**src/hdl/emu_mode_defs.svh**
```systemverilog
// Offsets, field layout, reset values and timing counts of the execution-mode control
`ifndef EMU_MODE_DEFS_SVH
`define EMU_MODE_DEFS_SVH
`define OFF_SETTINGS   8'h00
`define OFF_COMMAND    8'h04
`define OFF_ENTRY      8'h08
`define OFF_STATUS     8'h0C
`define OFF_RUN_TIME   8'h10
`define OFF_PC_REPORT  8'h14
`define SETTINGS_W     13
`define SETTINGS_RESET 13'h1C16
`define CMD_CANCEL     0
`define CMD_STORE      1
`define CMD_CONFIRM    2
`define CMD_REFUSE     3
`define ENTRY_START    8
`define ENTRY_PERIOD   9
`define ENTRY_EMPTY    10
`define ENTRY_LAST     3'd6
`define CLK_MHZ        250
`define RES1_NS        1600
`define RES2_NS        406
`define RES3_NS        20
`define RES1_CYC       9'(((`RES1_NS * `CLK_MHZ) + 999) / 1000)
`define RES2_CYC       9'(((`RES2_NS * `CLK_MHZ) + 999) / 1000)
`define RES3_CYC       9'(((`RES3_NS * `CLK_MHZ) + 999) / 1000)
`define MON1_MS        200
`define MON2_MS        2000
`define MON_CYC(ms)    ((ms) * `CLK_MHZ * 1000)
`endif

```
**src/hdl/emu_mode_pkg.sv**
```systemverilog
// Types shared by the execution-mode control
package emu_mode_pkg;
    // Settings word, most significant field first
    typedef struct packed {
        logic       bus_req_en;
        logic [1:0] time_res;
        logic [3:0] trig_sel;
        logic [1:0] mon;
        logic       multi_break;
        logic       reset_en;
        logic [1:0] bus_width;
    } settings_t;
    typedef enum logic [1:0] {ST_LOAD, ST_IDLE, ST_ENTRY} ctl_state_t;
endpackage

```
**src/hdl/run_timer.sv**
```systemverilog
// Run-time counter ticking at the selected measurement resolution
`timescale 1ns/1ps
`default_nettype none
`include "emu_mode_defs.svh"
module run_timer (
    // Clock and reset
    input  wire logic        pclk,
    input  wire logic        presetn,
    // Control
    input  wire logic        run_active,
    input  wire logic [1:0]  time_res,
    // Result
    output logic [31:0]      run_time
);
    logic [8:0]  div_reg, div_next, div_end;
    logic [31:0] time_reg, time_next;
    logic        run_q_reg;

    // Divider restarts with each run so the first unit is whole
    always_comb begin
        case (time_res)
            2'd1:    div_end = `RES1_CYC - 9'd1;
            2'd2:    div_end = `RES2_CYC - 9'd1;
            default: div_end = `RES3_CYC - 9'd1;
        endcase
        div_next  = div_reg;
        time_next = time_reg;
        if (run_active && !run_q_reg) begin
            div_next  = '0;
            time_next = '0;
        end else if (run_active) begin
            div_next = (div_reg >= div_end) ? 9'd0 : div_reg + 9'd1;
            if (div_reg >= div_end) begin
                time_next = time_reg + 32'd1;
            end
        end
    end

    always_ff @(posedge pclk or negedge presetn) begin
        if (!presetn) begin
            div_reg   <= '0;
            time_reg  <= '0;
            run_q_reg <= 1'b0;
        end else begin
            div_reg   <= div_next;
            time_reg  <= time_next;
            run_q_reg <= run_active;
        end
    end
    assign run_time = time_reg;
endmodule
`default_nettype wire

```
**src/hdl/trigger_select.sv**
```systemverilog
// Group-B match routing to trigger pulse or break request
`timescale 1ns/1ps
`default_nettype none
module trigger_select (
    // Clock and reset
    input  wire logic       pclk,
    input  wire logic       presetn,
    // Control
    input  wire logic       run_active,
    input  wire logic [3:0] trig_sel,
    input  wire logic [7:0] group_b_match,
    // Result, combinational from registered history
    output logic            trig_hit,
    output logic            break_hit
);
    logic [7:0] to_trig;
    logic [7:0] match_q_reg;
    logic [7:0] rise;

    // Channel mask: 1..8 one channel, 9 all, 0 none
    for (genvar i = 0; i < 8; i++) begin : g_mask
        assign to_trig[i] = (trig_sel == 4'(i + 1)) || (trig_sel == 4'd9);
    end

    // Only a fresh match counts, so a held condition fires once
    always_comb begin
        rise      = group_b_match & ~match_q_reg;
        trig_hit  = run_active && |(rise & to_trig);
        break_hit = run_active && |(rise & ~to_trig);
    end

    always_ff @(posedge pclk or negedge presetn) begin
        if (!presetn) begin
            match_q_reg <= '0;
        end else begin
            match_q_reg <= group_b_match;
        end
    end
endmodule
`default_nettype wire

```
**src/hdl/emulator_execution_mode_control.sv**
```systemverilog
// Execution-mode control: settings, gating, trigger, run timing and storage
// Operation
// Forward bus requests during a run when the bus-request gate is enabled.
// Run time counts at 1.6 us, 406 ns or 20 ns units. The code's middle unit is 102 cycles, which is 408 ns at 250 MHz.
// Trigger pulse on one group-B channel, any channel, or never.
// A group-B condition assigned to trigger pulses and does not halt.
// Trace-stop is unavailable while a trigger output is selected.
// Program counter reported every 200 ms, 2 s, or never.
// Multi-break uses trigger output and probe input to halt together.
// Power-on and manual reset inputs pass only when the reset gate is enabled.
// Emulation memory bus is 32-bit for code 1, 16-bit for code 2.
// Cancel during a run leaves parallel mode.
// Cancel discards trace records and restarts capture from empty.
// Confirmed store writes settings to nonvolatile memory; refusal keeps it.
// In item entry, empty keeps the item; period ends, keeping changes.
// Gate, trigger and width settings latch before the next run starts.
//
// The implementer's own choices: the placing of the registers and the APB register port.
`timescale 1ns/1ps
`default_nettype none
`include "emu_mode_defs.svh"
module emulator_execution_mode_control #(
    parameter int unsigned MON1_CYCLES = `MON_CYC(`MON1_MS),
    parameter int unsigned MON2_CYCLES = `MON_CYC(`MON2_MS)
) (
    // APB
    input  wire logic                   pclk,
    input  wire logic                   presetn,
    input  wire logic                   psel,
    input  wire logic                   penable,
    input  wire logic                   pwrite,
    input  wire logic [7:0]             paddr,
    input  wire logic [31:0]            pwdata,
    output logic [31:0]                 prdata,
    output logic                        pready,
    output logic                        pslverr,
    // Target side
    input  wire logic                   run_active,
    input  wire logic [31:0]            pc_in,
    input  wire logic                   bus_request_input,
    input  wire logic                   power_on_reset_input,
    input  wire logic                   manual_reset_input,
    input  wire logic [7:0]             group_b_match,
    input  wire logic                   probe_break_in,
    output logic                        bus_request_out,
    output logic                        power_on_reset_out,
    output logic                        manual_reset_out,
    output logic                        emu_mem_bus_32,
    output logic                        trigger_out,
    output logic                        break_request,
    output logic                        trace_stop_allowed,
    output logic                        trace_restart,
    output logic                        status_report,
    // Nonvolatile configuration
    input  wire emu_mode_pkg::settings_t nv_cfg_in,
    input  wire logic                   nv_valid,
    output emu_mode_pkg::settings_t     nv_cfg_out,
    output logic                        nv_write
);
    import emu_mode_pkg::*;

    ////////////////////////////////////////////////////////////////////////////
    // Declarations
    settings_t   set_reg, set_next, act_reg, act_next, nv_data_reg, nv_data_next;
    ctl_state_t  state_reg, state_next;
    logic [2:0]  item_reg, item_next;
    logic        par_reg, par_next, pend_reg, pend_next, nvw_reg, nvw_next;
    logic        restart_reg, restart_next, run_q_reg;
    logic [31:0] prdata_reg, prdata_next, pc_rep_reg, pc_rep_next, mon_cnt_reg, mon_cnt_next;
    logic        pready_reg, pready_next, pslverr_reg, pslverr_next, rep_reg, rep_next;
    logic        bus_request_input_reg, por_reg, mrs_reg, bw32_reg, trig_reg, brk_reg, tsa_reg;
    logic        wr_fire, rd_fire, mapped, trig_hit, break_hit;
    logic [31:0] run_time, mon_end;

    // Keep a field only when its code is legal
    function automatic settings_t legalize(input settings_t old_v, input settings_t new_v);
        settings_t r;
        r = new_v;
        if (new_v.time_res == 2'd0) r.time_res = old_v.time_res;
        if (new_v.trig_sel > 4'd9) r.trig_sel = old_v.trig_sel;
        if (new_v.mon == 2'd3) r.mon = old_v.mon;
        if (new_v.bus_width == 2'd0 || new_v.bus_width == 2'd3) r.bus_width = old_v.bus_width;
        return r;
    endfunction

    // Apply one interactive item; value in the low nibble
    function automatic settings_t apply_item(input settings_t s, input logic [2:0] idx, input logic [3:0] v);
        settings_t r;
        r = s;
        case (idx)
            3'd0:    r.bus_req_en  = v[0];
            3'd1:    r.time_res    = v[1:0];
            3'd2:    r.trig_sel    = v;
            3'd3:    r.mon         = v[1:0];
            3'd4:    r.multi_break = v[0];
            3'd5:    r.reset_en    = v[0];
            default: r.bus_width   = v[1:0];
        endcase
        return legalize(s, r);
    endfunction

    ////////////////////////////////////////////////////////////////////////////
    // Submodules
    run_timer u_run_timer (
        .pclk       (pclk),
        .presetn    (presetn),
        .run_active (run_active),
        .time_res   (act_reg.time_res),
        .run_time   (run_time)
    );

    trigger_select u_trigger_select (
        .pclk          (pclk),
        .presetn       (presetn),
        .run_active    (run_active),
        .trig_sel      (act_reg.trig_sel),
        .group_b_match (group_b_match),
        .trig_hit      (trig_hit),
        .break_hit     (break_hit)
    );

    ////////////////////////////////////////////////////////////////////////////
    // APB slave: one wait state, then the access completes
    assign wr_fire = psel && penable && pready_reg && pwrite;
    assign rd_fire = psel && penable && !pready_reg && !pwrite;

    always_comb begin
        if (paddr == `OFF_SETTINGS) mapped = 1'b1;
        else if (paddr == `OFF_COMMAND) mapped = 1'b1;
        else if (paddr == `OFF_ENTRY) mapped = 1'b1;
        else if (paddr == `OFF_STATUS) mapped = 1'b1;
        else if (paddr == `OFF_RUN_TIME) mapped = 1'b1;
        else if (paddr == `OFF_PC_REPORT) mapped = 1'b1;
        else mapped = 1'b0;
        pready_next  = psel && penable && !pready_reg;
        pslverr_next = psel && penable && !pready_reg && !mapped;
        prdata_next  = '0;
        if (rd_fire) begin
            if (paddr == `OFF_SETTINGS) prdata_next = 32'(set_reg);
            else if (paddr == `OFF_STATUS) begin
                prdata_next = {25'h000_0000, pend_reg, item_reg, state_reg == ST_ENTRY, par_reg, run_active};
            end else if (paddr == `OFF_RUN_TIME) prdata_next = run_time;
            else if (paddr == `OFF_PC_REPORT) prdata_next = pc_rep_reg;
            else prdata_next = '0;
        end
    end

    ////////////////////////////////////////////////////////////////////////////
    // Settings, entry sequence and storage
    always_comb begin
        state_next   = state_reg;
        set_next     = set_reg;
        item_next    = item_reg;
        pend_next    = pend_reg;
        nvw_next     = 1'b0;
        nv_data_next = nv_data_reg;
        case (state_reg)
            ST_LOAD: begin
                // Stored configuration applies at activation
                set_next   = nv_valid ? legalize(settings_t'(`SETTINGS_RESET), nv_cfg_in) : set_reg;
                state_next = ST_IDLE;
            end
            ST_IDLE: begin
                if (wr_fire && paddr == `OFF_SETTINGS) begin
                    set_next = legalize(set_reg, settings_t'(pwdata[`SETTINGS_W-1:0]));
                end else if (wr_fire && paddr == `OFF_ENTRY && pwdata[`ENTRY_START]) begin
                    state_next = ST_ENTRY;
                    item_next  = '0;
                end
            end
            default: begin
                if (wr_fire && paddr == `OFF_ENTRY) begin
                    if (pwdata[`ENTRY_PERIOD]) begin
                        state_next = ST_IDLE;
                    end else begin
                        if (!pwdata[`ENTRY_EMPTY]) begin
                            set_next = apply_item(set_reg, item_reg, pwdata[3:0]);
                        end
                        item_next  = item_reg + 3'd1;
                        state_next = (item_reg == `ENTRY_LAST) ? ST_IDLE : ST_ENTRY;
                    end
                end
            end
        endcase
        // Store needs a request then a yes; a no drops it
        if (wr_fire && paddr == `OFF_COMMAND) begin
            if (pwdata[`CMD_STORE]) begin
                pend_next = 1'b1;
            end else if (pend_reg && pwdata[`CMD_CONFIRM]) begin
                pend_next    = 1'b0;
                nvw_next     = 1'b1;
                nv_data_next = set_reg;
            end else if (pwdata[`CMD_REFUSE]) begin
                pend_next = 1'b0;
            end
        end
    end

    ////////////////////////////////////////////////////////////////////////////
    // Run-side state: latched settings, parallel mode, status reports
    always_comb begin
        // Settings only move between runs so a run sees one consistent set
        act_next     = run_active ? act_reg : set_reg;
        par_next     = par_reg;
        restart_next = 1'b0;
        if (run_active && !run_q_reg) begin
            par_next = 1'b1;
        end else if (!run_active) begin
            par_next = 1'b0;
        end
        if (wr_fire && paddr == `OFF_COMMAND && pwdata[`CMD_CANCEL] && run_active && par_reg) begin
            par_next     = 1'b0;
            restart_next = 1'b1;
        end
        mon_end      = (act_reg.mon == 2'd2) ? MON2_CYCLES - 32'd1 : MON1_CYCLES - 32'd1;
        mon_cnt_next = '0;
        rep_next     = 1'b0;
        pc_rep_next  = pc_rep_reg;
        if (run_active && act_reg.mon != 2'd0) begin
            mon_cnt_next = (mon_cnt_reg >= mon_end) ? 32'd0 : mon_cnt_reg + 32'd1;
            if (mon_cnt_reg >= mon_end) begin
                rep_next    = 1'b1;
                pc_rep_next = pc_in;
            end
        end
    end

    ////////////////////////////////////////////////////////////////////////////
    // Registers
    always_ff @(posedge pclk or negedge presetn) begin
        if (!presetn) begin
            state_reg   <= ST_LOAD;
            set_reg     <= settings_t'(`SETTINGS_RESET);
            act_reg     <= settings_t'(`SETTINGS_RESET);
            nv_data_reg <= settings_t'(`SETTINGS_RESET);
            item_reg    <= '0;
            pend_reg    <= 1'b0;
            nvw_reg     <= 1'b0;
            par_reg     <= 1'b0;
            restart_reg <= 1'b0;
            run_q_reg   <= 1'b0;
            mon_cnt_reg <= '0;
            rep_reg     <= 1'b0;
            pc_rep_reg  <= '0;
            prdata_reg  <= '0;
            pready_reg  <= 1'b0;
            pslverr_reg <= 1'b0;
            bus_request_input_reg    <= 1'b0;
            por_reg     <= 1'b0;
            mrs_reg     <= 1'b0;
            bw32_reg    <= 1'b0;
            trig_reg    <= 1'b0;
            brk_reg     <= 1'b0;
            tsa_reg     <= 1'b1;
        end else begin
            state_reg   <= state_next;
            set_reg     <= set_next;
            act_reg     <= act_next;
            nv_data_reg <= nv_data_next;
            item_reg    <= item_next;
            pend_reg    <= pend_next;
            nvw_reg     <= nvw_next;
            par_reg     <= par_next;
            restart_reg <= restart_next;
            run_q_reg   <= run_active;
            mon_cnt_reg <= mon_cnt_next;
            rep_reg     <= rep_next;
            pc_rep_reg  <= pc_rep_next;
            prdata_reg  <= prdata_next;
            pready_reg  <= pready_next;
            pslverr_reg <= pslverr_next;
            bus_request_input_reg    <= run_active && act_reg.bus_req_en && bus_request_input;
            por_reg     <= act_reg.reset_en && power_on_reset_input;
            mrs_reg     <= act_reg.reset_en && manual_reset_input;
            bw32_reg    <= act_reg.bus_width == 2'd1;
            trig_reg    <= trig_hit;
            // Probe input halts this unit too when units break together
            brk_reg     <= break_hit || (run_active && act_reg.multi_break && probe_break_in);
            tsa_reg     <= act_reg.trig_sel == 4'd0;
        end
    end

    assign prdata             = prdata_reg;
    assign pready             = pready_reg;
    assign pslverr            = pslverr_reg;
    assign bus_request_out    = bus_request_input_reg;
    assign power_on_reset_out = por_reg;
    assign manual_reset_out   = mrs_reg;
    assign emu_mem_bus_32     = bw32_reg;
    assign trigger_out        = trig_reg;
    assign break_request      = brk_reg;
    assign trace_stop_allowed = tsa_reg;
    assign trace_restart      = restart_reg;
    assign status_report      = rep_reg;
    assign nv_cfg_out         = nv_data_reg;
    assign nv_write           = nvw_reg;

    ////////////////////////////////////////////////////////////////////////////
    // Assertions
    property p_bus_request_input_gate;
        @(posedge pclk) disable iff (!presetn)
        (!run_active || !act_reg.bus_req_en) |=> !bus_request_out;
    endproperty
    a_bus_request_input_gate: assert property (p_bus_request_input_gate) else $error("bus request passed while gated");
    property p_trig_never;
        @(posedge pclk) disable iff (!presetn)
        (act_reg.trig_sel == 4'd0) |=> !trigger_out;
    endproperty
    a_trig_never: assert property (p_trig_never) else $error("trigger pulse with trigger off");
    property p_trig_no_halt;
        @(posedge pclk) disable iff (!presetn)
        (act_reg.trig_sel == 4'd9 && !(act_reg.multi_break && probe_break_in)) |=> !break_request;
    endproperty
    a_trig_no_halt: assert property (p_trig_no_halt) else $error("halt on trigger condition");
    property p_trace_stop;
        @(posedge pclk) disable iff (!presetn)
        (act_reg.trig_sel != 4'd0) |=> !trace_stop_allowed;
    endproperty
    a_trace_stop: assert property (p_trace_stop) else $error("trace stop offered with trigger");
    property p_mon_off;
        @(posedge pclk) disable iff (!presetn)
        (act_reg.mon == 2'd0) |=> !status_report;
    endproperty
    a_mon_off: assert property (p_mon_off) else $error("status report while disabled");
    property p_multi_break;
        @(posedge pclk) disable iff (!presetn)
        (run_active && act_reg.multi_break && probe_break_in) |=> break_request;
    endproperty
    a_multi_break: assert property (p_multi_break) else $error("probe did not halt");
    property p_reset_gate;
        @(posedge pclk) disable iff (!presetn)
        !act_reg.reset_en |=> !power_on_reset_out && !manual_reset_out;
    endproperty
    a_reset_gate: assert property (p_reset_gate) else $error("reset passed while gated");
    property p_width;
        @(posedge pclk) disable iff (!presetn)
        ##1 emu_mem_bus_32 == ($past(act_reg.bus_width) == 2'd1);
    endproperty
    a_width: assert property (p_width) else $error("bus width mismatch");
    property p_cancel;
        @(posedge pclk) disable iff (!presetn)
        trace_restart |-> !par_reg ##1 !trace_restart;
    endproperty
    a_cancel: assert property (p_cancel) else $error("parallel mode kept after cancel");
    property p_refuse;
        @(posedge pclk) disable iff (!presetn)
        !pend_reg |=> !nv_write;
    endproperty
    a_refuse: assert property (p_refuse) else $error("store without confirmation");
    property p_latch;
        @(posedge pclk) disable iff (!presetn)
        run_active && $past(run_active) |-> $stable(act_reg);
    endproperty
    a_latch: assert property (p_latch) else $error("settings changed mid-run");
    c_trigger: cover property (@(posedge pclk) disable iff (!presetn) trigger_out);
    c_cancel: cover property (@(posedge pclk) disable iff (!presetn) trace_restart);
    c_store: cover property (@(posedge pclk) disable iff (!presetn) nv_write);
    c_entry: cover property (@(posedge pclk) disable iff (!presetn) state_reg == ST_ENTRY ##1 state_reg == ST_IDLE);
endmodule
`default_nettype wire

```
**config.mk**
```make
export PLATFORM = sky130hd
export DESIGN_NAME = emulator_execution_mode_control
export DESIGN_NICKNAME = d
export VERILOG_FILES = /design/src/hdl/emu_mode_pkg.sv /design/src/hdl/run_timer.sv /design/src/hdl/trigger_select.sv /design/src/hdl/emulator_execution_mode_control.sv
export VERILOG_INCLUDE_DIRS = /design/src /design/src/hdl
export SDC_FILE = /design/constraint.sdc
export NUM_CORES = 1
export LEC_CHECK = 0
export ABC_AREA = 1
export BUFFER_PORTS_ARGS = -buffer_cell sky130_fd_sc_hd__buf_4
export CAP_MARGIN = 40
export CORE_ASPECT_RATIO = 1.4
export CORE_UTILIZATION = 25
export DETAILED_ROUTE_END_ITERATION = 7
export GPL_TIMING_DRIVEN = 1
export PLACE_DENSITY = 0.4
export SYNTH_ARGS = -nofsm -noshare
export SYNTH_HDL_FRONTEND = slang
export SYNTH_SLANG_ARGS = --single-unit
```
**constraint.sdc**
```tcl
create_clock -name pclk -period 3.95 [get_ports pclk]
set_input_delay 0.395 -clock pclk [delete_from_list [all_inputs] [get_ports pclk]]
set_output_delay 0.395 -clock pclk [all_outputs]
set_load 0.05 [all_outputs]
```
## Yosys cells after proc, flatten, opt, wreduce, memory -nomap -nowiden

Index checks and enable logic that the tools add are counted.

| operators by class | value |
|---|---|
| add/sub/neg operators | 4 |
| $lt $le $gt $ge | 5 |
| eq/ne operators | 48 |
| muxes and demuxes | 85 |
| bitwise gates (word level) | 7 |
| reduce and logical (&&, ||, !) cells | 76 |

Operators with widths:

| cell | number |
|---|---|
| $mux W32 | 10 |
| $mux W13 | 5 |
| $add A32 B1 Y32 const B | 2 |
| $mux W2 | 29 |
| $ge A32 B29 Y1 | 1 |
| $mux W4 | 8 |
| $mux W29 | 1 |
| $reduce_and A7 Y1 | 4 |
| $mux W9 | 3 |
| $pmux W13 S2 | 1 |
| $and A8 B8 Y8 | 3 |
| $logic_and A1 B1 Y1 | 24 |
| $mux W1 | 21 |
| $ne A3 B1 Y1 const B | 7 |
| $eq A2 B2 Y1 const B | 9 |
| $pmux W9 S2 | 1 |
| $reduce_and A6 Y1 | 3 |
| $eq A4 B3 Y1 const B | 4 |
| $eq A8 B4 Y1 const B | 2 |
| $eq A8 B5 Y1 const B | 2 |
| $ne A2 B2 Y1 const B | 8 |
| $not A8 Y8 | 2 |
| $reduce_or A8 Y1 | 2 |
| $reduce_bool A3 Y1 | 5 |
| 29 further kinds | 68 |

| storage, ports and cells | value |
|---|---|
| register bits after elaboration | 204 |
| input bits | 104 |
| output and inout port bits | 57 |
| word-level logic and storage cells | 269 |

## Logic depth before layout (Yosys ltp)

| depth | value |
|---|---|
| depth in word-level cells | 14 |
| depth in mapped cells | 15 |
| gate-level depth less buffers | 14 |

## Hierarchy

Synthesis repeated with hierarchy kept, for this count alone.

| unflattened totals | value |
|---|---|
| cells, all modules | 1,471 |
| area total of the unflattened synthesis | 11,121.9 sq um |

By module, submodules not included:

| module | times used | cells an instance | area an instance (sq um) | seq. area each (sq um) |
|---|---|---|---|---|
| emulator_execution_mode_control | 1 | 954 | 7,707.4 | 3,902.5 |
| run_timer | 1 | 430 | 2,874.0 | 1,051.0 |
| trigger_select | 1 | 87 | 540.5 | 200.2 |

## Worst setup path after synthesis

OpenSTA, ideal clock, no wires.

| timing | value |
|---|---|
| path kind | register to register |
| from | reg act_reg[4] (netlist name) |
| to | reg pc_rep_reg[23] |
| setup time | 66 ps |
| data arrival time | 2,010 ps |
| required time | 3,884 ps |
| setup slack | 1,875 ps |
| stages on the path, launching flop included | 14 |
| buffers on the path | 1 |
| clock period less this slack | 2,075 ps |
| path through | dfstp_2 -> inv_1 -> nand2_2 -> ha_1 -> nand2_1 -> a21oi_1 -> o21ai_0 -> nand2_1 -> a21oi_1 -> nand3_2 -> nand2_1 -> buf_4 -> nand2_1 -> nand2_1 |

| on the way | value |
|---|---|
| cells in the longest elaborated chain, start to end | 4 |
| elaborated cells on any way between the ends | 6 |
| those cells by class | 1 x order compare; 1 x eq/ne; 1 x mux; 3 x reduce/logical |

Ends and longest elaborated chain:

| what | line | source |
|---|---|---|
| from (decl) | emulator_execution_mode_control.sv:64 | `settings_t set_reg, set_next, act_reg, act_next, nv_data_reg, nv_data_next;` |
| from (signal assigned) | emulator_execution_mode_control.sv:234 | `` act_reg <= settings_t'(`SETTINGS_RESET); `` |
| from (signal assigned) | emulator_execution_mode_control.sv:258 | `act_reg <= act_next;` |
| $eq A2 B2 Y1 | emulator_execution_mode_control.sv:215 | `mon_end = (act_reg.mon == 2'd2) ? MON2_CYCLES - 32'd1 : MON1_CYCLES - 32'd1;` |
| $mux W29 | emulator_execution_mode_control.sv:215 |  |
| $ge A32 B29 Y1 | emulator_execution_mode_control.sv:221 | `if (mon_cnt_reg >= mon_end) begin` |
| $reduce_and A2 Y1 (no line) (*) | - |  |
| to (signal assigned) | emulator_execution_mode_control.sv:268 | `pc_rep_reg <= pc_rep_next;` |
| to (decl) | emulator_execution_mode_control.sv:69 | `logic [31:0] prdata_reg, prdata_next, pc_rep_reg, pc_rep_next, mon_cnt_reg, mon_cnt_next;` |

Mark *: on every way between the ends. The rest lies on a longest branch, timed or not.
A chain may end at the register's enable or synchronous reset.

## Final worst setup path

| timing | value |
|---|---|
| from | reg act_reg[4] (netlist name) |
| to | reg pc_rep_reg[3] |

The elaborated chain is that of the path after synthesis.

==> flow_metrics.tcl <==
set metrics [dict create \
    fin_worst_hold_slack_ps 33.9 \
    cts_tree "done" \
    dp_hpwl_mm 26.0 \
    gp_congestion 0.824 \
    clk_pin_slew_ps 60 \
    die_h_um 248 \
    dpl_worst_slack_ps 1140 \
    switching_share_pct 34.6 \
    power_frac_seq_pct 41.7 \
    synth_area_leaders "dfrtp_1 43%, nand2_1 12%, nor2_1 5.9%" \
    dieArea_mm2 0.0442 \
    num_rows 89 \
    synth_warnings 0 \
    p_int_w 0.00452 \
    crit_type "reg2reg" \
    power_switching_w 0.00239 \
    synth_cell_type_count 48 \
    grt_max_degree 86 \
    ios 161 \
    cp.buffers_inverters 3 \
    drv_slew 0 \
    die_w_um 178 \
    final-hold-violation-count 0 \
    routedWlPerCell_um 16.4 \
    cts_buffers 25 \
    drive_gt1_share_pct 15.1 \
    finalCritPeriodShare_pct 70.2 \
    clock_sinks 204 \
    outcome "finished, final reports clean" \
    max_stage_delay_ps 530 \
    yosysSeqAreaShare_pct 47.4 \
    synth_edf_count 0 \
    synthCells 1397 \
    startpoint_type "flop" \
    max_clock_freq_ghz 0.361 \
    ctsHtreeMaxLevel 1 \
    synth_flop_cell "dfrtp_1" \
    crit_chain "inv_1 > nand2_2 > ha_1 > nand2_1 > a21oi_1 > o21ai_0 > nand2_1 > a21oi_1 > nand3_2 > buf_4 > nand2_1 > buf_4 > nand2_1 > nand2_1" \
    drv_cap 0 \
    hp-class "in2reg" \
    pwr-share-comb_pct 24.8 \
    worstSetupEndpointType "flop" \
    crit_fanout 33 \
    routed_wl_mm 34.6 \
    setup_ws_ps 1180 \
    vias 9513 \
    max_slew_margin_pct 55.8 \
    fillers 4592 \
    layout_common_cells "357 x nand2_1, 185 x dfrtp_1, 171 x nor2_1, 153 x inv_1, 152 x buf_4" \
    synth_top_area_share_pct 42.8 \
    critPathTopFamily "simple AND/OR/NAND/NOR gates" \
    ir_worst_vdd_mv 0.292 \
    grt_pass1_wl_mm 54.6 \
    crit_top_cell "nand2_1" \
    drt_pass1_iterations 5 \
    powerDensity_mw_per_mm2 515 \
    grt.total_usage_pct 16.1 \
    post-cts-setup-buffers 0 \
    final_common_cell "nand2_1" \
    pwr-share-clk_pct 33.5 \
    grt_antenna_before_repair 0 \
    period_minus_slack_ps 2770 \
    start_util_pct 25.5 \
    setup-tns-final_ps 0 \
    diodes 0 \
    cts_buffer_depth 3 \
    worstPathRequired_ps 4430 \
    core_mm2 0.0424 \
    worst_pin_slew_ps 663 \
    drt_iter0_markers 420 \
    netlist_area_mm2 0.0108 \
    clk-insertion-delay-late_ps 550 \
    syn_avg_cell_area_um2 7.75 \
    cts-root-buf "clkbuf_16" \
    rsz0062_at_grt "no" \
    grt_pass1_vias 9730 \
    syn_to_final_growth_pct 24.0 \
    async_reset_ff_share_pct 100 \
    grt-ovfl-total 0 \
    p_leak_nw 6.20 \
    cpMaxStageDelayCell "dfstp_2" \
    setup_viol 0 \
    worstPathArrival_ps 3250 \
    vias_per_cell 4.50 \
    portBuffers 141 \
    synth-seq-cells 204 \
    antenna_left 0 \
    clock_skew_ps 10.7 \
    drcViolationCount 0 \
    synth_top_area_cell "dfrtp_1" \
    nets 1678 \
]
power by group through the flow:
stage	clock network, W	registers, W	logic [W]
final	0.00232	0.00288	0.00171
after global routing	0.00247	0.00294	0.00198
after CTS	0.00240	0.00289	0.00175
after detailed placement	0	0.00292	0.00174
after global placement	0	0.00291	0.00171
after floorplan	0	0.00288	0.00115
logic make-up (layout without fill, tap and decap cells):
| logic type | after synthesis | after routing | share of synthesized area (%) |
|---|---|---|---|
| other cells | 1 | 2 | 0.0346 |
| compound gates | 197 | 197 | 10.6 |
| flops | 204 | 204 | 47.4 |
| simple gates | 734 | 734 | 28.6 |
| buf+inv | 196 | 365 | 7.23 |
| xor+xnor | 40 | 40 | 3.24 |
| fa+ha+maj | 25 | 25 | 2.89 |
stage by stage:
step	cells	util (%)	power, W	area, um^2
2_1_floorplan	1398	-	0.00403	10800
3_3_place_gp	2059	29.5	0.00462	12500
3_5_place_dp	2059	29.5	0.00465	12500
4_1_cts	2113	31.6	0.00704	13400
5_1_grt	2113	31.6	0.00739	13400
6_report	2113	31.6	0.00691	13400
repair_timing:
item,CTS,global route
gates resized for setup,0,0
endpoints found under the hold margin,63,0
hold buffers,9,0
worst reg2reg max path: stages, from the launching register on:
cell and delay [ps]:
dfstp_2 530, inv_1 80, nand2_2 290, ha_1 320
nand2_1 70, a21oi_1 50, o21ai_0 100, nand2_1 60
a21oi_1 230, nand3_2 110, buf_4 230, nand2_1 90
buf_4 360, nand2_1 110, nand2_1 70
layout make-up:
cell class	instances	area [um^2]	area share, %
tap	546	683	5.09
inverter	156	588	4.38
timing repair buffer	164	1280	9.57
multi-input combinational	998	4920	36.6
sequential	204	5130	38.2
clock buffer	39	758	5.65
clock inverter	6	58.8	0.438
cells in the mapped netlist (3+ instances only):
master and instances:
a211oi_1 12, a21oi_1 35, a31oi_1 4, buf_1 3
buf_2 11, buf_4 6, clkbuf_1 18, dfrtp_1 185
dfstp_2 19, ha_1 25, inv_1 153, nand2_1 357
nand3_1 120, nand3b_1 8, nand4_1 20, nor2_1 171
nor2_2 4, nor3_1 32, nor4_1 8, o211ai_1 3
o21ai_0 100, o21ai_1 15, o21bai_1 3, o221ai_1 3
o22ai_1 5, o31ai_2 9, or2_2 4, xnor2_1 8
xor2_1 32
path summary, 6_finish.rpt:
| kind | start | end | slack (ps) | cells after the start |
|---|---|---|---|---|
| max in group asynchronous | presetn | prdata[28] | 2470 | 3 |
| worst max register to register | act_reg[4] | pc_rep_reg[3] | 1180 | 14 |
| worst min-delay path | power_on_reset_input | power_on_reset_out | 30 | 3 |
| worst min register to register | mon_cnt_reg[0] | mon_cnt_reg[0] | 460 | 1 |
| worst max-delay path | act_reg[4] | pc_rep_reg[3] | 1180 | 14 |
| min in group asynchronous | presetn | mon_cnt_reg[1] | 390 | 2 |
routing by layer:
| metal | share of wire (%) | global-route usage, % | vias to the layer above |
|---|---|---|---|
| met5 | 0 | 0 | - |
| met1 | 42 | 19.2 | 4505 |
| li1 | - | - | 4844 |
| met4 | 2.5 | 4.98 | 0 |
| met2 | 52 | 29.6 | 119 |
| met3 | 2.8 | 1.91 | 45 |
Note: power is estimated with default switching activity, not from simulation.
